==> src/rtl/utx_pkg.sv <==
// utx_pkg: register map, field positions, timing counts and carrier types
package utx_pkg;
  // ******************************
  // register byte addresses
  // ******************************
  localparam logic [7:0] ADR_CMD = 8'h00;
  localparam logic [7:0] ADR_STAT = 8'h04;
  localparam logic [7:0] ADR_TXB = 8'h08;
  localparam logic [7:0] ADR_FMT = 8'h0C;
  localparam logic [7:0] ADR_DIVH = 8'h10;
  localparam logic [7:0] ADR_DIVL = 8'h14;
  localparam logic [7:0] ADR_CSRC = 8'h18;
  localparam logic [7:0] ADR_MCTL = 8'h1C;
  localparam logic [1:0] RESP_OK = 2'h0;
  localparam logic [1:0] RESP_ERR = 2'h2;
  // ******************************
  // channel_command codes
  // ******************************
  localparam logic [2:0] C_EN = 3'h1;
  localparam logic [2:0] C_DIS = 3'h2;
  localparam logic [2:0] C_RST = 3'h3;
  localparam logic [2:0] C_BRK_ON = 3'h4;
  localparam logic [2:0] C_BRK_OFF = 3'h5;
  localparam logic [2:0] C_RTS_ON = 3'h6;
  localparam logic [2:0] C_RTS_OFF = 3'h7;
  // ******************************
  // field positions and reset values
  // ******************************
  localparam int FMT_PEN = 2;
  localparam int FMT_PODD = 3;
  localparam int FMT_STOP2 = 4;
  localparam int FMT_CTS = 5;
  localparam int FMT_ARTS = 6;
  localparam logic [6:0] FMT_RST = 7'h03;
  localparam int MC_DTS = 2;
  localparam int MC_SHIFT_DIRECTION = 3;
  localparam int MC_AWR = 4;
  localparam int MC_COLD_RESET_INDICATION = 7;
  localparam logic [7:0] MC_MASK = 8'h9F;
  localparam logic [7:0] MC_RST = 8'h80;
  localparam logic [7:0] DIVH_RST = 8'h00;
  localparam logic [7:0] DIVL_RST = 8'h01;
  localparam int ST_TRDY = 0;
  localparam int ST_TEMP = 1;
  localparam int ST_CRDY = 2;
  localparam int ST_PDN = 3;
  localparam int ST_RTS = 4;
  localparam logic [1:0] CS_SYS = 2'h0;
  localparam logic [1:0] CS_EXT1 = 2'h1;
  localparam logic [1:0] CS_EXT16 = 2'h2;
  localparam logic [3:0] SYNC_RST = 4'h0;
  // ******************************
  // timing
  // ******************************
  localparam int PRESCALE = 32;
  localparam int EXT_DIV = 16;
  localparam int CLK_MHZ = 25;
  localparam int AWR_MIN_NS = 1000;
  localparam int AWR_MIN_CYC = (AWR_MIN_NS * CLK_MHZ + 999) / 1000;
  localparam logic [7:0] AC_FS_LEN = 8'h10;
  localparam logic [3:0] AC_LAST_SLOT = 4'hC;
  localparam logic [4:0] AC_SLOT0_TOP = 5'h0F;
  localparam logic [4:0] AC_SLOT_TOP = 5'h13;
  localparam logic [7:0] PD_ADDR = 8'h26;
  localparam int PD_BIT = 12;
  // ******************************
  // types
  // ******************************
  typedef enum logic [1:0] {
    MD_UART = 2'b00, MD_C8 = 2'b01, MD_C16 = 2'b10, MD_AC97 = 2'b11
  } utx_mode_t;
  typedef enum logic [4:0] {
    S_IDLE = 5'b00001, S_START = 5'b00010, S_DATA = 5'b00100, S_PAR = 5'b01000, S_STOP = 5'b10000
  } utx_state_t;
  typedef struct packed {
    logic awvalid;
    logic [7:0] awaddr;
    logic wvalid;
    logic [31:0] wdata;
    logic [3:0] wstrb;
    logic bready;
    logic arvalid;
    logic [7:0] araddr;
    logic rready;
  } utx_axi_req_t;
  typedef struct packed {
    logic awready;
    logic wready;
    logic bvalid;
    logic [1:0] bresp;
    logic arready;
    logic rvalid;
    logic [31:0] rdata;
    logic [1:0] rresp;
  } utx_axi_rsp_t;
endpackage

==> src/rtl/utx_top.sv <==
// utx_top: serial transmitter, baud generator and codec link behind AXI4-Lite
// Behaviour
// - system clock divided by 32, then divider
// - source select: system, external x1, external /16
// - ready flag when enabled and holding free
// - start, data lsb first, parity, stop bits
// - idle mark and empty flag until loaded
// - disable finishes the character in flight
// - software reset stops serial and codec transmission at once
// - clear-to-send gates character starts only
// - break drives low, ignores clear-to-send
// - auto negate request one bit later
// - reset selects plain serial mode
// - partner clocks; frame sync in or out
// - codec sample starts at sync, optional delay
// - shift direction; zeros after the sample
// - AC'97 slot data one clock after sync
// - AC'97 frame 256 clocks, sync 16 high
// - zeros until codec ready, start next frame
// - stop after frame with first bit low
// - fill all 13 slots from holding data
// - detect power-down request across slots 1-3
// - warm reset bit negates frame sync
// - modem idle low, change on clock rise
//
// The address map and the AXI4-Lite slave port were chosen for this implementation.
module utx_top (
  input wire logic clk_sys, // system clock, 25 MHz
  input wire logic arst_n, // asynchronous reset, active low
  input wire utx_pkg::utx_axi_req_t axi_req, // AXI4-Lite master side
  output utx_pkg::utx_axi_rsp_t axi_rsp, // AXI4-Lite slave side
  input wire logic cts_pin, // clear-to-send, low active; bit clock in modem modes
  input wire logic external_timer_clock_pin, // external baud clock
  input wire logic codec_frame_sync_pin, // codec frame sync
  input wire logic rxd, // serial input, watched for codec ready
  output logic txd, // serial output
  output logic rts_pin // request-to-send, low active; frame sync in AC'97 mode
);
  import utx_pkg::*;

  // ******************************
  // input synchronisers
  // ******************************
  logic [3:0] s1_r, s2_r;
  logic [1:0] s3_r;
  // two flops per pin, third only for edge detect
  always_ff @(posedge clk_sys or negedge arst_n) begin
    if (!arst_n) begin
      s1_r <= SYNC_RST;
      s2_r <= SYNC_RST;
      s3_r <= SYNC_RST[1:0];
    end else begin
      s1_r <= {rxd, codec_frame_sync_pin, external_timer_clock_pin, cts_pin};
      s2_r <= s1_r;
      s3_r <= s2_r[1:0];
    end
  end
  wire cts_s = s2_r[0];
  wire fs_s = s2_r[2];
  wire rxd_s = s2_r[3];
  wire bclk_rise = s2_r[0] & ~s3_r[0];
  wire bclk_fall = ~s2_r[0] & s3_r[0];
  wire ext_fall = ~s2_r[1] & s3_r[1];

  // ******************************
  // AXI4-Lite slave
  // ******************************
  logic aw_ok_r, w_ok_r, awrdy_r, wrdy_r, bval_r, arrdy_r, rval_r;
  logic [7:0] wa_r;
  logic [31:0] wd_r, rdata_r, rd_val;
  logic [3:0] ws_r;
  logic [1:0] bresp_r, rresp_r;
  logic wr_hit, rd_hit;
  wire wr_do = aw_ok_r & w_ok_r & ~bval_r;
  assign axi_rsp = '{awready: awrdy_r, wready: wrdy_r, bvalid: bval_r, bresp: bresp_r,
                     arready: arrdy_r, rvalid: rval_r, rdata: rdata_r, rresp: rresp_r};
  // write address and data taken in either order
  always_ff @(posedge clk_sys or negedge arst_n) begin
    if (!arst_n) begin
      aw_ok_r <= 1'b0;
      w_ok_r <= 1'b0;
      awrdy_r <= 1'b0;
      wrdy_r <= 1'b0;
      wa_r <= 8'h00;
      wd_r <= 32'h0000_0000;
      ws_r <= 4'h0;
    end else begin
      if (awrdy_r && axi_req.awvalid) begin
        aw_ok_r <= 1'b1;
        awrdy_r <= 1'b0;
        wa_r <= axi_req.awaddr;
      end else if (!aw_ok_r && !bval_r) begin
        awrdy_r <= 1'b1;
      end
      if (wrdy_r && axi_req.wvalid) begin
        w_ok_r <= 1'b1;
        wrdy_r <= 1'b0;
        wd_r <= axi_req.wdata;
        ws_r <= axi_req.wstrb;
      end else if (!w_ok_r && !bval_r) begin
        wrdy_r <= 1'b1;
      end
      if (wr_do) begin
        aw_ok_r <= 1'b0;
        w_ok_r <= 1'b0;
      end
    end
  end
  // write response follows the completed write
  always_ff @(posedge clk_sys or negedge arst_n) begin
    if (!arst_n) begin
      bval_r <= 1'b0;
      bresp_r <= RESP_OK;
    end else if (wr_do) begin
      bval_r <= 1'b1;
      bresp_r <= wr_hit ? RESP_OK : RESP_ERR;
    end else if (bval_r && axi_req.bready) begin
      bval_r <= 1'b0;
    end
  end
  // read channel, data one cycle after the address is taken
  always_ff @(posedge clk_sys or negedge arst_n) begin
    if (!arst_n) begin
      arrdy_r <= 1'b0;
      rval_r <= 1'b0;
      rdata_r <= 32'h0000_0000;
      rresp_r <= RESP_OK;
    end else if (arrdy_r && axi_req.arvalid) begin
      arrdy_r <= 1'b0;
      rval_r <= 1'b1;
      rdata_r <= rd_val;
      rresp_r <= rd_hit ? RESP_OK : RESP_ERR;
    end else if (rval_r && axi_req.rready) begin
      rval_r <= 1'b0;
    end else if (!rval_r) begin
      arrdy_r <= 1'b1;
    end
  end

  // ******************************
  // registers
  // ******************************
  logic [6:0] fmt_r;
  logic [7:0] divh_r, divl_r, mctl_r;
  logic [1:0] csrc_r;
  logic [4:0] stat;
  wire wlane = ws_r[0];
  wire cmd_stb = wr_do & wlane & (wa_r == ADR_CMD);
  wire txb_wr = wr_do & wlane & (wa_r == ADR_TXB);
  wire div_wr = wr_do & wlane & ((wa_r == ADR_DIVH) | (wa_r == ADR_DIVL));
  wire [2:0] cmd = wd_r[2:0];
  utx_mode_t mode;
  assign mode = utx_mode_t'(mctl_r[1:0]);
  wire uart = (mode == MD_UART);
  wire codec = (mode == MD_C8) | (mode == MD_C16);
  wire ac97 = (mode == MD_AC97);
  // write address decode
  always_comb begin
    wr_hit = 1'b1;
    if (wa_r == ADR_CMD) wr_hit = 1'b1;
    else if (wa_r == ADR_STAT) wr_hit = 1'b1;
    else if (wa_r == ADR_TXB) wr_hit = 1'b1;
    else if (wa_r == ADR_FMT) wr_hit = 1'b1;
    else if (wa_r == ADR_DIVH) wr_hit = 1'b1;
    else if (wa_r == ADR_DIVL) wr_hit = 1'b1;
    else if (wa_r == ADR_CSRC) wr_hit = 1'b1;
    else if (wa_r == ADR_MCTL) wr_hit = 1'b1;
    else wr_hit = 1'b0;
  end
  // read address decode
  always_comb begin
    rd_val = 32'h0000_0000;
    rd_hit = 1'b1;
    if (axi_req.araddr == ADR_CMD) rd_val = 32'h0000_0000;
    else if (axi_req.araddr == ADR_STAT) rd_val = {27'h0, stat};
    else if (axi_req.araddr == ADR_TXB) rd_val = 32'h0000_0000;
    else if (axi_req.araddr == ADR_FMT) rd_val = {25'h0, fmt_r};
    else if (axi_req.araddr == ADR_DIVH) rd_val = {24'h0, divh_r};
    else if (axi_req.araddr == ADR_DIVL) rd_val = {24'h0, divl_r};
    else if (axi_req.araddr == ADR_CSRC) rd_val = {30'h0, csrc_r};
    else if (axi_req.araddr == ADR_MCTL) rd_val = {24'h0, mctl_r};
    else rd_hit = 1'b0;
  end
  // configuration storage; mode field resets to plain serial
  always_ff @(posedge clk_sys or negedge arst_n) begin
    if (!arst_n) begin
      fmt_r <= FMT_RST;
      divh_r <= DIVH_RST;
      divl_r <= DIVL_RST;
      csrc_r <= CS_SYS;
      mctl_r <= MC_RST;
    end else if (wr_do && wlane) begin
      if (wa_r == ADR_FMT) fmt_r <= wd_r[6:0];
      else if (wa_r == ADR_DIVH) divh_r <= wd_r[7:0];
      else if (wa_r == ADR_DIVL) divl_r <= wd_r[7:0];
      else if (wa_r == ADR_CSRC) csrc_r <= wd_r[1:0];
      else if (wa_r == ADR_MCTL) mctl_r <= wd_r[7:0] & MC_MASK;
    end
  end

  // ******************************
  // baud clock generator
  // ******************************
  logic [4:0] pre_r;
  logic [15:0] dcnt_r;
  logic [3:0] e16_r;
  logic reload_r;
  wire pre_tick = (pre_r == 5'(PRESCALE - 1));
  wire term = pre_tick & (dcnt_r <= 16'h0001);
  logic bit_tick;
  // prescaler and divider; divider reloads one cycle after a write
  always_ff @(posedge clk_sys or negedge arst_n) begin
    if (!arst_n) begin
      pre_r <= 5'h00;
      dcnt_r <= 16'h0001;
      reload_r <= 1'b0;
    end else begin
      pre_r <= pre_tick ? 5'h00 : pre_r + 5'h01;
      reload_r <= div_wr;
      if (reload_r || term) dcnt_r <= {divh_r, divl_r};
      else if (pre_tick) dcnt_r <= dcnt_r - 16'h0001;
    end
  end
  // external clock edge counter for divide by 16
  always_ff @(posedge clk_sys or negedge arst_n) begin
    if (!arst_n) e16_r <= 4'h0;
    else if (ext_fall) e16_r <= e16_r + 4'h1;
  end
  always_comb begin
    if (csrc_r == CS_EXT1) bit_tick = ext_fall;
    else if (csrc_r == CS_EXT16) bit_tick = ext_fall & (e16_r == 4'(EXT_DIV - 1));
    else bit_tick = term & ~reload_r;
  end

  // ******************************
  // transmitter control
  // ******************************
  logic en_r, brk_r, hold_full_r, rts_as_r, rts_pend_r;
  logic [19:0] hold_r;
  utx_state_t st_r;
  logic [7:0] sh_r;
  logic [2:0] cnt_r;
  logic par_r, line_r, hold_take;
  wire tx_rst = cmd_stb & (cmd == C_RST);
  wire cts_ok = ~fmt_r[FMT_CTS] | ~cts_s;
  wire can_start = uart & en_r & hold_full_r & ~brk_r & cts_ok;
  wire last_data = (cnt_r == (3'h4 + {1'b0, fmt_r[1:0]}));
  wire stop_done = (st_r == S_STOP) & (cnt_r >= {2'b00, fmt_r[FMT_STOP2]});
  wire char_done = bit_tick & uart & stop_done & ~can_start;
  // enable, break and request-to-send commands
  always_ff @(posedge clk_sys or negedge arst_n) begin
    if (!arst_n) begin
      en_r <= 1'b0;
      brk_r <= 1'b0;
      rts_as_r <= 1'b0;
      rts_pend_r <= 1'b0;
    end else begin
      if (tx_rst) begin
        en_r <= 1'b0;
        brk_r <= 1'b0;
      end else if (cmd_stb && cmd == C_EN) en_r <= 1'b1;
      else if (cmd_stb && cmd == C_DIS) en_r <= 1'b0;
      else if (cmd_stb && cmd == C_BRK_ON) brk_r <= 1'b1;
      else if (cmd_stb && cmd == C_BRK_OFF) brk_r <= 1'b0;
      if (cmd_stb && cmd == C_RTS_ON) begin
        rts_as_r <= 1'b1;
        rts_pend_r <= 1'b0;
      end else if (cmd_stb && cmd == C_RTS_OFF) rts_as_r <= 1'b0;
      else if (char_done && !en_r && fmt_r[FMT_ARTS]) rts_pend_r <= 1'b1;
      else if (rts_pend_r && bit_tick) begin
        rts_as_r <= 1'b0;
        rts_pend_r <= 1'b0;
      end
    end
  end
  // holding register; a write in the take cycle is kept
  always_ff @(posedge clk_sys or negedge arst_n) begin
    if (!arst_n) begin
      hold_full_r <= 1'b0;
      hold_r <= 20'h00000;
    end else if (tx_rst) begin
      hold_full_r <= 1'b0;
    end else if (txb_wr) begin
      hold_full_r <= 1'b1;
      hold_r <= wd_r[19:0];
    end else if (hold_take) begin
      hold_full_r <= 1'b0;
    end
  end
  // character framing state machine, one bit per tick
  always_ff @(posedge clk_sys or negedge arst_n) begin
    if (!arst_n) begin
      st_r <= S_IDLE;
      sh_r <= 8'h00;
      cnt_r <= 3'h0;
      par_r <= 1'b0;
      line_r <= 1'b1;
    end else if (tx_rst || !uart) begin
      st_r <= S_IDLE;
      line_r <= 1'b1;
    end else if (bit_tick) begin
      case (st_r)
        S_IDLE, S_STOP: begin
          if ((st_r == S_IDLE || stop_done) && can_start) begin
            st_r <= S_START;
            sh_r <= hold_r[7:0];
            par_r <= fmt_r[FMT_PODD];
            line_r <= 1'b0;
          end else if (st_r == S_STOP && !stop_done) begin
            cnt_r <= cnt_r + 3'h1;
          end else begin
            st_r <= S_IDLE;
            line_r <= 1'b1;
          end
        end
        S_START: begin
          st_r <= S_DATA;
          cnt_r <= 3'h0;
          line_r <= sh_r[0];
          par_r <= par_r ^ sh_r[0];
          sh_r <= {1'b0, sh_r[7:1]};
        end
        S_DATA: begin
          if (last_data) begin
            st_r <= fmt_r[FMT_PEN] ? S_PAR : S_STOP;
            line_r <= fmt_r[FMT_PEN] ? par_r : 1'b1;
            cnt_r <= 3'h0;
          end else begin
            cnt_r <= cnt_r + 3'h1;
            line_r <= sh_r[0];
            par_r <= par_r ^ sh_r[0];
            sh_r <= {1'b0, sh_r[7:1]};
          end
        end
        S_PAR: begin
          st_r <= S_STOP;
          line_r <= 1'b1;
        end
        default: st_r <= S_IDLE;
      endcase
    end
  end

  // ******************************
  // modem link: codec and AC'97
  // ******************************
  logic [7:0] fcnt_r;
  logic [3:0] slot_r, slot_nxt;
  logic [4:0] sbit_r, mcnt_r;
  logic [19:0] msh_r, w1_r, w2_r, cw, aw;
  logic mdat_r, arm_r, dly_r, fsp_r, crdy_r, run_r, pd_r;
  logic [4:0] awr_cnt_r;
  wire cold_reset_indication = mctl_r[MC_COLD_RESET_INDICATION];
  wire msb = ~mctl_r[MC_SHIFT_DIRECTION] | ac97;
  wire m8 = (mode == MD_C8);
  wire [7:0] fnxt = fcnt_r + 8'h01;
  wire fr_start = bclk_rise & (fnxt == 8'h01);
  wire ac_go = fr_start ? crdy_r : run_r;
  wire ac_load = ac97 & bclk_rise & (fr_start | (sbit_r == 5'h00 & slot_r != AC_LAST_SLOT));
  wire c_start = codec & bclk_rise & arm_r & ~dly_r;
  wire awr_long = (awr_cnt_r == 5'(AWR_MIN_CYC));
  assign slot_nxt = fr_start ? 4'h0 : slot_r + 4'h1;
  // sample words; absent data goes out as zeros
  always_comb begin
    cw = 20'h00000;
    aw = 20'h00000;
    if (en_r && hold_full_r) begin
      if (msb) cw = m8 ? {hold_r[7:0], 12'h000} : {hold_r[15:0], 4'h0};
      else cw = m8 ? {12'h000, hold_r[7:0]} : {4'h0, hold_r[15:0]};
      if (ac_go) aw = (slot_nxt == 4'h0) ? {hold_r[15:0], 4'h0} : hold_r;
    end
  end
  always_comb begin
    hold_take = 1'b0;
    if (uart) hold_take = bit_tick & can_start & (st_r == S_IDLE | stop_done);
    else if (codec) hold_take = c_start & en_r & hold_full_r;
    else hold_take = ac_load & ac_go & en_r & hold_full_r;
  end
  // AC'97 frame counter on incoming bit clock; idle while cold reset
  always_ff @(posedge clk_sys or negedge arst_n) begin
    if (!arst_n) fcnt_r <= 8'h00;
    else if (!ac97 || !cold_reset_indication) fcnt_r <= 8'h00;
    else if (bclk_rise) fcnt_r <= fnxt;
  end
  // codec ready: first received bit, sampled on the falling edge
  always_ff @(posedge clk_sys or negedge arst_n) begin
    if (!arst_n) begin
      crdy_r <= 1'b0;
      run_r <= 1'b0;
    end else if (!ac97 || !cold_reset_indication) begin
      crdy_r <= 1'b0;
      run_r <= 1'b0;
    end else begin
      if (bclk_fall && fcnt_r == 8'h01) crdy_r <= rxd_s;
      if (fr_start) run_r <= crdy_r;
    end
  end
  // serial shifter for codec samples and AC'97 slots
  always_ff @(posedge clk_sys or negedge arst_n) begin
    if (!arst_n) begin
      msh_r <= 20'h00000;
      mcnt_r <= 5'h00;
      mdat_r <= 1'b0;
      arm_r <= 1'b0;
      dly_r <= 1'b0;
      fsp_r <= 1'b0;
      slot_r <= AC_LAST_SLOT;
      sbit_r <= 5'h00;
    end else if (tx_rst || uart) begin
      mcnt_r <= 5'h00;
      mdat_r <= 1'b0;
      arm_r <= 1'b0;
      slot_r <= AC_LAST_SLOT;
      sbit_r <= 5'h00;
    end else if (codec) begin
      if (bclk_fall) fsp_r <= fs_s;
      if (bclk_fall && fs_s && !fsp_r) begin
        arm_r <= 1'b1;
        dly_r <= mctl_r[MC_DTS];
      end else if (c_start) begin
        arm_r <= 1'b0;
        mdat_r <= msb ? cw[19] : cw[0];
        msh_r <= msb ? {cw[18:0], 1'b0} : {1'b0, cw[19:1]};
        mcnt_r <= m8 ? 5'h07 : 5'h0F;
      end else if (bclk_rise) begin
        dly_r <= 1'b0;
        if (mcnt_r != 5'h00) begin
          mdat_r <= msb ? msh_r[19] : msh_r[0];
          msh_r <= msb ? {msh_r[18:0], 1'b0} : {1'b0, msh_r[19:1]};
          mcnt_r <= mcnt_r - 5'h01;
        end else mdat_r <= 1'b0;
      end
    end else if (ac_load) begin
      slot_r <= slot_nxt;
      sbit_r <= (slot_nxt == 4'h0) ? AC_SLOT0_TOP : AC_SLOT_TOP;
      mdat_r <= aw[19];
      msh_r <= {aw[18:0], 1'b0};
    end else if (ac97 && bclk_rise) begin
      sbit_r <= sbit_r - 5'h01;
      mdat_r <= msh_r[19];
      msh_r <= {msh_r[18:0], 1'b0};
    end
  end
  // power-down watch over slots 1 to 3; warm reset clears it
  always_ff @(posedge clk_sys or negedge arst_n) begin
    if (!arst_n) begin
      w1_r <= 20'h00000;
      w2_r <= 20'h00000;
      pd_r <= 1'b0;
      awr_cnt_r <= 5'h00;
    end else begin
      if (!mctl_r[MC_AWR]) awr_cnt_r <= 5'h00;
      else if (!awr_long) awr_cnt_r <= awr_cnt_r + 5'h01;
      if (ac_load && slot_nxt == 4'h1) w1_r <= aw;
      if (ac_load && slot_nxt == 4'h2) w2_r <= aw;
      if (ac_load && slot_nxt == 4'h3 && w1_r[19:17] == 3'h7 && w2_r[19:12] == PD_ADDR && aw[PD_BIT]) begin
        pd_r <= 1'b1;
      end else if (awr_long || !cold_reset_indication) pd_r <= 1'b0;
    end
  end

  // ******************************
  // status and pin outputs
  // ******************************
  assign stat[ST_TRDY] = en_r & ~hold_full_r;
  assign stat[ST_TEMP] = ~hold_full_r & (~uart | st_r == S_IDLE);
  assign stat[ST_CRDY] = crdy_r;
  assign stat[ST_PDN] = pd_r;
  assign stat[ST_RTS] = rts_as_r;
  // pins driven from flops
  always_ff @(posedge clk_sys or negedge arst_n) begin
    if (!arst_n) begin
      txd <= 1'b1;
      rts_pin <= 1'b1;
    end else begin
      txd <= uart ? (line_r & ~brk_r) : mdat_r;
      if (ac97) rts_pin <= cold_reset_indication & ~mctl_r[MC_AWR] & (fcnt_r < AC_FS_LEN);
      else rts_pin <= ~rts_as_r;
    end
  end
endmodule

==> config.mk <==
export PLATFORM = sky130hd
export DESIGN_NAME = utx_top
export DESIGN_NICKNAME = d
export VERILOG_FILES = /design/src/rtl/utx_pkg.sv /design/src/rtl/utx_top.sv
export SDC_FILE = /design/constraint.sdc
export NUM_CORES = 1
export LEC_CHECK = 0
export BUFFER_PORTS_ARGS = -buffer_cell sky130_fd_sc_hd__buf_2
export CAP_MARGIN = 20
export CORE_MARGIN = 3
export CORE_UTILIZATION = 40
export DETAILED_ROUTE_END_ITERATION = 8
export HOLD_SLACK_MARGIN = 0.02
export SETUP_SLACK_MARGIN = 0.05
export SYNTH_ARGS = -nofsm -noshare
export SYNTH_HDL_FRONTEND = slang
export SYNTH_SLANG_ARGS = --single-unit
==> constraint.sdc <==
create_clock -name clk_sys -period 2.75 [get_ports clk_sys]
set_input_delay 0.275 -clock clk_sys [delete_from_list [all_inputs] [get_ports clk_sys]]
set_output_delay 0.275 -clock clk_sys [all_outputs]
set_load 0.02 [all_outputs]
* Word-level counts from Yosys, hierarchy flattened
Cells that the tools add are included.
** Word-level totals
- Word-level logic and storage cells :: 451
- Bits of input ports :: 63
- Bits in registers :: 278
** Cells by class
- Eq/ne operators :: 64
- Bitwise logic cells :: 69
- Reduce and logical (&&, ||, !) cells :: 101
- Order comparisons :: 3
- Muxes and demuxes :: 151
- Add/sub/neg operators :: 10
** Operators by type and width (count)
- 20-bit two-way mux :: 15
- 5-bit two-way mux :: 20
- 8-bit two-way mux :: 12
- 1-bit two-way mux :: 86
- 8-bit by 5-bit == test with 1-bit output, second input constant :: 8
- 16-bit two-way mux :: 3
- 1-bit AND :: 40
- 3-bit nonzero test :: 11
- 8-bit by 4-bit == test with 1-bit output, second input constant :: 4
- 1-bit logical AND :: 30
- 2-bit nonzero test :: 14
- 8-bit case mux with 3 select lines :: 1
- 2-bit != test, second input constant :: 11
- 1-bit inverter :: 21
- 4-bit two-way mux :: 5
- 5-bit case mux with 4 select lines :: 1
- 5-bit AND reduction :: 4
- 3-bit AND reduction :: 6
- 8-bit by 1-bit == test with 1-bit output, second input constant :: 2
- 8-bit by 3-bit == test with 1-bit output, second input constant :: 2
- 16-bit by 1-bit <= comparator with 1-bit output, second input constant :: 1
- 8-bit zero test :: 2
- 2-bit AND reduction :: 8
- 16-bit by 1-bit subtractor with 16-bit output, second input constant :: 1
- 46 further kinds :: 90

* Longest topological paths before layout
Gate-level depths: netlist (run 1).
- Depth after elaboration :: 13
- Gate-level depth with buffers :: 12
- Gate-level depth less buffers :: 10

* Worst setup path after synthesis (run 1)
OpenSTA, ideal clock, no wires.
- Kind :: register to register
- From :: register fcnt_r[0]
- To :: register msh_r[10]
- Cell stages (with the launch flop) :: 12
- Buffers on the path :: 3
- Setup time :: 0.142 ns
- Path slack :: 0.081 ns
- Data arrival time :: 2.526 ns
- Clock period less this slack :: 2.669 ns
- Required time :: 2.608 ns
- Cells stage by stage :: dfrtp_1 ha_1 buf_2 a31oi_1 o2111ai_1 nor4b_4 a31o_1 buf_2 nor2_1 buf_2 a222oi_1 o21ai_1
** On the way
- Word-level cells in the longest chain between the ends :: 10
- Elaborated cells on any way between the ends :: 15
** Ends and longest elaborated chain
- start, declared :: line utx_top.sv:347 : logic [7:0] fcnt_r;
- start signal, assigned :: line utx_top.sv:383 : else if (bclk_rise) fcnt_r <= fnxt;
- 8-bit by 1-bit adder with 8-bit output (*) :: line utx_top.sv:356 : wire [7:0] fnxt = fcnt_r + 8'h01;
- 8-bit by 1-bit == test with 1-bit output (*) :: line utx_top.sv:357 : wire fr_start = bclk_rise & (fnxt == 8'h01);
- 1-bit AND (*) :: line utx_top.sv:357
- 4-bit two-way mux :: line utx_top.sv:362 : assign slot_nxt = fr_start ? 4'h0 : slot_r + 4'h1;
- 4-bit zero test :: line utx_top.sv:370 : if (ac_go) aw = (slot_nxt == 4'h0) ? {hold_r[15:0], 4'h0} : hold_r;
- 20-bit two-way mux (2 in a row) :: line utx_top.sv:370
- 20-bit two-way mux :: line utx_top.sv:367 : if (en_r && hold_full_r) begin
- 20-bit two-way mux :: line utx_top.sv:433 : end else if (ac_load) begin
- 20-bit two-way mux :: line utx_top.sv:415 : end else if (codec) begin
- end signal, assigned :: line utx_top.sv:423 : msh_r <= msb ? {cw[18:0], 1'b0} : {1'b0, cw[19:1]};
- end signal, assigned :: line utx_top.sv:437 : msh_r <= {aw[18:0], 1'b0};
- end signal, assigned :: line utx_top.sv:441 : msh_r <= {msh_r[18:0], 1'b0};
- end, declared :: line utx_top.sv:350 : logic [19:0] msh_r, w1_r, w2_r, cw, aw;
Every way passes the cells marked *; elsewhere a longest branch is shown, timed or not.
A chain may end at the register's enable or synchronous reset.

* Final worst setup path (run 1)
- From :: register fcnt_r[0]
- To :: register msh_r[12]
Same word-level chain as after synthesis.

==> flow_summary.ini, run 1 <==
[status]
status = completed

[grt]
grt-ovfl-total = 0
grt_max_degree = 92
grt_pass1_vias = 8866
grt_pass1_wl_um = 47000
antenna_found_initial = 0
grt_usage_pct = 18.4

[clock_tree]
htreeDepth = 1
insertion_delay_ns = 0.54
cts_buffer_depth = 3
cts_sinks = 223
cts_buffers = 25
cts_tree = done
clkTransAtPathRegs_ns = 0.06
cts_root_buf = clkbuf_16

[synthesis]
synth_cells = 1146
synthArstFlopShare_pct = 100
ys_seq_elements = 223
avgSynthCellArea_um2 = 10.2
syn_area_mm2 = 0.0117
synth_warnings = 0
yosysUniqueCellTypes = 80
ys.flop_type = dfrtp_1
synth_seq_area_share_pct = 48.0
synth-edff-count = 0

[sta]
max_freq_ghz = 0.384
finalHoldViolCount = 0
setup_tns_ns = 0
finalCritPeriodShare_pct = 94.6
finClkSkew_ns = 0.0120
drv_slew = 0
setup_viol = 0
rsz0062_at_grt = yes
layout_min_cycle_time_ns = 2.60
max_slew_margin_pct = 52.2
layout_setup_ws_ns = 0.149
worstMarginPinSlew_ns = 0.717

[pwr]
comb_power_share_pct = 18.7
switching_share_pct = 30.5
power_density_mw_per_mm2 = 685
p_sw_mw = 2.92
internal_power_mw = 6.65
p_leak_nw = 6.29
p_seq_share_pct = 46.3
finalPower_mw = 9.58
ir_drop_v = 0.000449
p_clk_share_pct = 35.0

[setup_path]
crit_arrival_ns = 3.01
critical_path_class = reg2reg
worstPathRequired_ns = 3.16
cp-start-kind = flop
cp-end-kind = flop
crit_fanout = 6

[flow_run]
cap_violations = 0

[placement]
dp_hpwl_um = 20100
io_buffers = 64
dp_slack_ns = -0.137
gp_congestion = 0.862

[floorplan]
die_h_um = 177
dieArea_mm2 = 0.0312
die_w_um = 177
fp-row-count = 61
core_area_mm2 = 0.0282
io_pins = 106
start_util_pct = 41.3

[finish]
regArea_mm2 = 0.00560
diodes = 0
fin_util_pct = 49.5
nets = 1361
multi_input_area_mm2 = 0.00567
fillers = 2619
drive_above_1_share_pct = 23.2
syn_to_final_growth_pct = 19.9

[detailed_routing]
wl_um = 28900
antenna_left = 0
route.detailed.wl_per_inst_um = 17.3
vias = 9081
viasPerCell = 5.42
drc_errors = 0
drt_iter0_markers = 578
firstDrtPassIters = 5

[worst_hold_path]
hold_path.class = in2reg
-- critical path, stage by stage, from the launching register on --
cell and delay (ns):
dfrtp_1 0.42, ha_4 0.20, a31oi_2 0.19, o2111ai_4 0.17, nor4b_4 0.37, buf_4 0.18, a21oi_4 0.10, buf_4 0.17
mux2_1 0.31, a222oi_1 0.29, o21ai_1 0.10
-- metrics by stage --
step	area [um2]	std cells	hold WS, ns
3_3_place_gp	12600	1585	0.333
5_1_grt	14000	1674	0.131
4_1_cts	13800	1668	0.0511
3_5_place_dp	12600	1585	0.336
6_report	14000	1674	0.0766
2_1_floorplan	11800	1171	-0.0206
-- placed cells by master, fill, tap and decap left out, types with 11 or more instances in the layout --
master	count
buf_2	63
a22oi_1	15
o22ai_1	14
conb_1	26
dfrtp_1	211
clkbuf_16	25
nand2b_1	19
buf_4	66
xor2_1	11
nand3_1	35
nand2_1	102
nor4_1	13
dfstp_2	11
nor2b_1	11
dlygate4sd3_1	38
mux2_2	91
a31oi_1	19
mux2i_1	48
inv_1	25
a21oi_1	52
o21ai_0	84
nor2_1	83
nor3_1	26
ha_1	18
-- logic make-up (layout without fill, tap and decap cells) --
| kind of cell | after synthesis | after routing | synth area share (%) |
|---|---|---|---|
| compound gates | 264 | 264 | 14.5 |
| buf+inv | 119 | 244 | 5.05 |
| mux | 144 | 144 | 13.6 |
| flops | 223 | 223 | 48.0 |
| other cells | 1 | 26 | 0.0322 |
| fa+ha+maj | 20 | 20 | 2.15 |
| simple gates | 353 | 353 | 15.0 |
| xor+xnor | 22 | 22 | 1.65 |
-- worst paths after layout --
kind | start | endpoint | slack (ns) | depth (start not counted)
min in group asynchronous | arst_n | dcnt_r[12] | 0.33 | 2
max in group asynchronous | arst_n | slot_r[2] | 1.57 | 3
worst min-delay path | axi_req[2] | rresp_r[1] | 0.08 | 3
worst max-delay path | fcnt_r[0] | msh_r[12] | 0.15 | 10
worst min register to register | s1_r[3] | s2_r[3] | 0.35 | 0
worst max register to register | fcnt_r[0] | msh_r[12] | 0.15 | 10
-- synthesized netlist by cell type (all sizes together), types with 15 or more instances --
master  count  share of area (%)
dfrtp     212                 45
nand2     103                3.3
mux2       93                9.0
o21ai      91                3.9
nor2       83                2.7
a21oi      53                2.3
buf        49                2.8
mux2i      49                4.2
clkbuf     45                1.4
nand3      35                1.5
nor3       26                1.1
inv        25               0.80
a31oi      21                1.2
ha         20                2.1
nand2b     19                1.0
a22oi      15               0.97
-- flip-flops by register name, indices dropped and copies added, names as in the netlist, 7 cells and up --
register  count
fcnt_r        8
sh_r          8
msh_r        20
hold_r       20
rdata_r       8
wd_r         20
divl_r        8
divh_r        8
w2_r          8
wa_r          8
dcnt_r       16
fmt_r         7
-- routing by layer --
layer / up-vias / wire length, um / track usage, %
li1: 4389 / - / -
met1: 4434 / 13500 / 26.4
met2: 216 / 13400 / 29.6
met3: 42 / 1400 / 2.66
met4: 0 / 606 / 4.32
met5: - / 0 / 0
-- timing repair --
action                                  in CTS  in global routing
hold endpoints to repair                   119                  0
gates cloned                                 0                  0
pin swaps                                    0                  6
endpoints found under the setup margin      28                 37
buffers inserted                             0                  6
hold buffers                                38                  0
resized for setup                            2                 18
-- power groups by stage --
stage / Combinational, mW / Sequential [mW] / Clock (mW)
final: 1.79 / 4.43 / 3.35
after global routing: 2.00 / 4.51 / 3.59
after CTS: 1.79 / 4.43 / 3.45
after detailed placement: 1.75 / 4.48 / 0
after global placement: 1.71 / 4.47 / 0
after floorplan: 1.34 / 4.22 / 0
-- layout make-up --
| class | instances | area share, % |
|---|---|---|
| multi-input combinational | 829 | 40.5 |
| clock buffer | 39 | 5.42 |
| clock inverter | 6 | 0.528 |
| inverter | 25 | 0.671 |
| timing repair buffer | 174 | 9.42 |
| sequential | 223 | 40.0 |
| tap | 378 | 3.38 |
(Power assumes the default switching activity.)
==> run 2, diff against run 1 <==
CORE_MARGIN = 2   (was 3)
==> run 2 against run 1 <==
  * Register-to-register slack barely moved
  * Maximum frequency is 0.21% higher
  * Wire length increased by 1.1%
  * Worst hold slack got worse by 0.035 ns
  * Combinational power is essentially flat
  * Utilization is 0.49 points lower
  * Non-clock buffer count rose by 4
  * Global-route usage increased by 0.69 points
  * Clock power is 11% higher
  * Highest routed layer unchanged
==> flow_summary.ini, run 2 (same netlist as run 1, synthesis figures left out) <==
[pwr]
p_leak_nw = 6.34
power_density_mw_per_mm2 = 706
ir_drop_v = 0.000579

[sta]
drv_slew = 0
rsz0062_at_grt = yes
finClkSkew_ns = 0.0124
max_slew_margin_pct = 39.8
setup_viol = 0
layout_min_cycle_time_ns = 2.60
max_freq_ghz = 0.385
finalCritPeriodShare_pct = 94.4
worstMarginPinSlew_ns = 0.899
finalHoldViolCount = 0

[detailed_routing]
firstDrtPassIters = 7
antenna_left = 0
vias = 9135
wl_um = 29200
route.detailed.wl_per_inst_um = 17.3
viasPerCell = 5.41
drt_iter0_markers = 638
drc_errors = 0

[setup_path]
path_cells = ha_2 -> a31oi_1 -> o2111ai_2 -> nor4b_4 -> buf_4 -> a21oi_4 -> buf_6 -> mux2_4 -> a222oi_1 -> o21ai_1
cp-start-kind = flop
crit_arrival_ns = 3.00
cp-end-kind = flop
crit_fanout = 6
cpPeakStageDelay_ns = 0.38
rr_startpoint = fcnt_r[0]
worstPathRequired_ns = 3.15
crit_slowest_cell = dfrtp_1
critical_path_class = reg2reg
reg2reg_depth = 10
cp-startpoint = fcnt_r[0]

[clock_tree]
cts_root_buf = clkbuf_16
cts_sinks = 223
cts_buffers = 26
clkTransAtPathRegs_ns = 0.06
htreeDepth = 1
insertion_delay_ns = 0.53
cts_buffer_depth = 3
cts_tree = done

[grt]
grt_pass1_vias = 9069
grt_usage_pct = 19.1
grt_max_degree = 66
antenna_found_initial = 1
grt_pass1_wl_um = 47700
grt-ovfl-total = 0

[finish]
drive_above_1_share_pct = 23.4
syn_to_final_growth_pct = 20.7
reg_top3 = hold_r x20, msh_r x20, wd_r x20
stdcell_count = 1688
nets = 1367
final_area_mm2 = 0.0141
final_common_cell = dfrtp_1
mostFrequentLayoutCells = dfrtp_1, nand2_1, mux2_2

[status]
status = completed

[placement]
placed_area_mm2 = 0.0126
dp.cells = 1594
gp_congestion = 0.857
io_buffers = 64
dp_hpwl_um = 20000

[worst_hold_path]
holdCritStartpoint = axi_req[56]
hold_path.class = in2reg
min_path_cells = 3

[floorplan]
io_pins = 106
die_w_um = 175
start_util_pct = 40.6
core_area_mm2 = 0.0287
die_h_um = 175
dieArea_mm2 = 0.0305
fp-row-count = 62

[flow_run]
cap_violations = 0
==> run 2: cell count changes in the layout (fill, tap and decap cells not counted), sizes merged <==
cell / previous run / this run
a21oi: 53 / 54
inv: 26 / 25
buf: 136 / 141
clkbuf: 39 / 37
bufinv: 1 / 5
diode: 0 / 1
dlygate4sd3: 38 / 37
clkinvlp: 0 / 1
==> run 2: through the flow <==
step / power, mW / hold WS (ns) / util [%] / setup TNS [ns] / worst slack [ns]
final: 9.93 / 0.0418 / 49.0 / 0 / 0.154
after global placement: 6.17 / 0.269 / 44.0 / -0.380 / -0.0577
after detailed placement: 6.22 / 0.267 / 44.0 / -0.724 / -0.105
after floorplan: 5.56 / -0.0206 / - / 0 / 0.0812
after global routing: 10.5 / 0.0369 / 49.0 / 0 / 0.00559
after CTS: 10.0 / 0.0230 / 48.6 / 0 / 0.0301
==> run 2: area by class of cell <==
type | instances | area, um2
Antenna cell | 1 | 2.50
Clock buffer | 37 | 742
Clock inverter | 10 | 193
Fill cell | 2616 | 14600
Inverter | 25 | 93.8
Multi-Input combinational cell | 830 | 5630
Sequential cell | 223 | 5600
Tap cell | 384 | 480
Timing Repair Buffer | 178 | 1330
==> run 2: routing by layer <==
layer | wire [um] | part of all wire (%) | up-vias | GRT usage [%]
met4 | 730 | 2.5 | 0 | 5.31
met1 | 13500 | 46 | 4459 | 26.7
met2 | 13600 | 46 | 233 | 30.7
met5 | 0 | 0 | - | 0
met3 | 1450 | 4.9 | 54 | 3.05
li1 | - | - | 4389 | -
==> run 2: worst max-delay path: cells and delay by family (launching register included) <==
| kind | cells | cell delay (ns) |
|---|---|---|
| adders and majority gates | 1 | 0.21 |
| and+or+nand+nor | 1 | 0.34 |
| DFF | 1 | 0.38 |
| muxes | 1 | 0.29 |
| AOI/OAI and AO/OA | 5 | 0.91 |
| buffers and inverters | 2 | 0.35 |
==> run 2: worst paths after layout <==
kind                             to  slack (ns)
setup / recovery           msh_r[8]        0.15
hold / removal              aw_ok_r        0.04
setup reg to reg           msh_r[8]        0.15
hold reg to reg             s2_r[2]        0.34
max in group asynchronous   rts_pin        1.66
min in group asynchronous  pre_r[3]        0.30
==> run 2: what timing repair did <==
action / CTS / global route
pin swaps: 0 / 7
gates resized for setup: 1 / 12
hold buffers: 37 / 0
setup endpoints to repair: 26 / 35
cloned: 0 / 1
setup buffers: 0 / 8
hold endpoints to repair: 95 / 0
==> run 2: power by group <==
part	switching (mW)	internal [mW]
Combinational	0.954	0.828
Clock	1.37	2.35
Sequential	0.606	3.83
Total	2.93	7.00
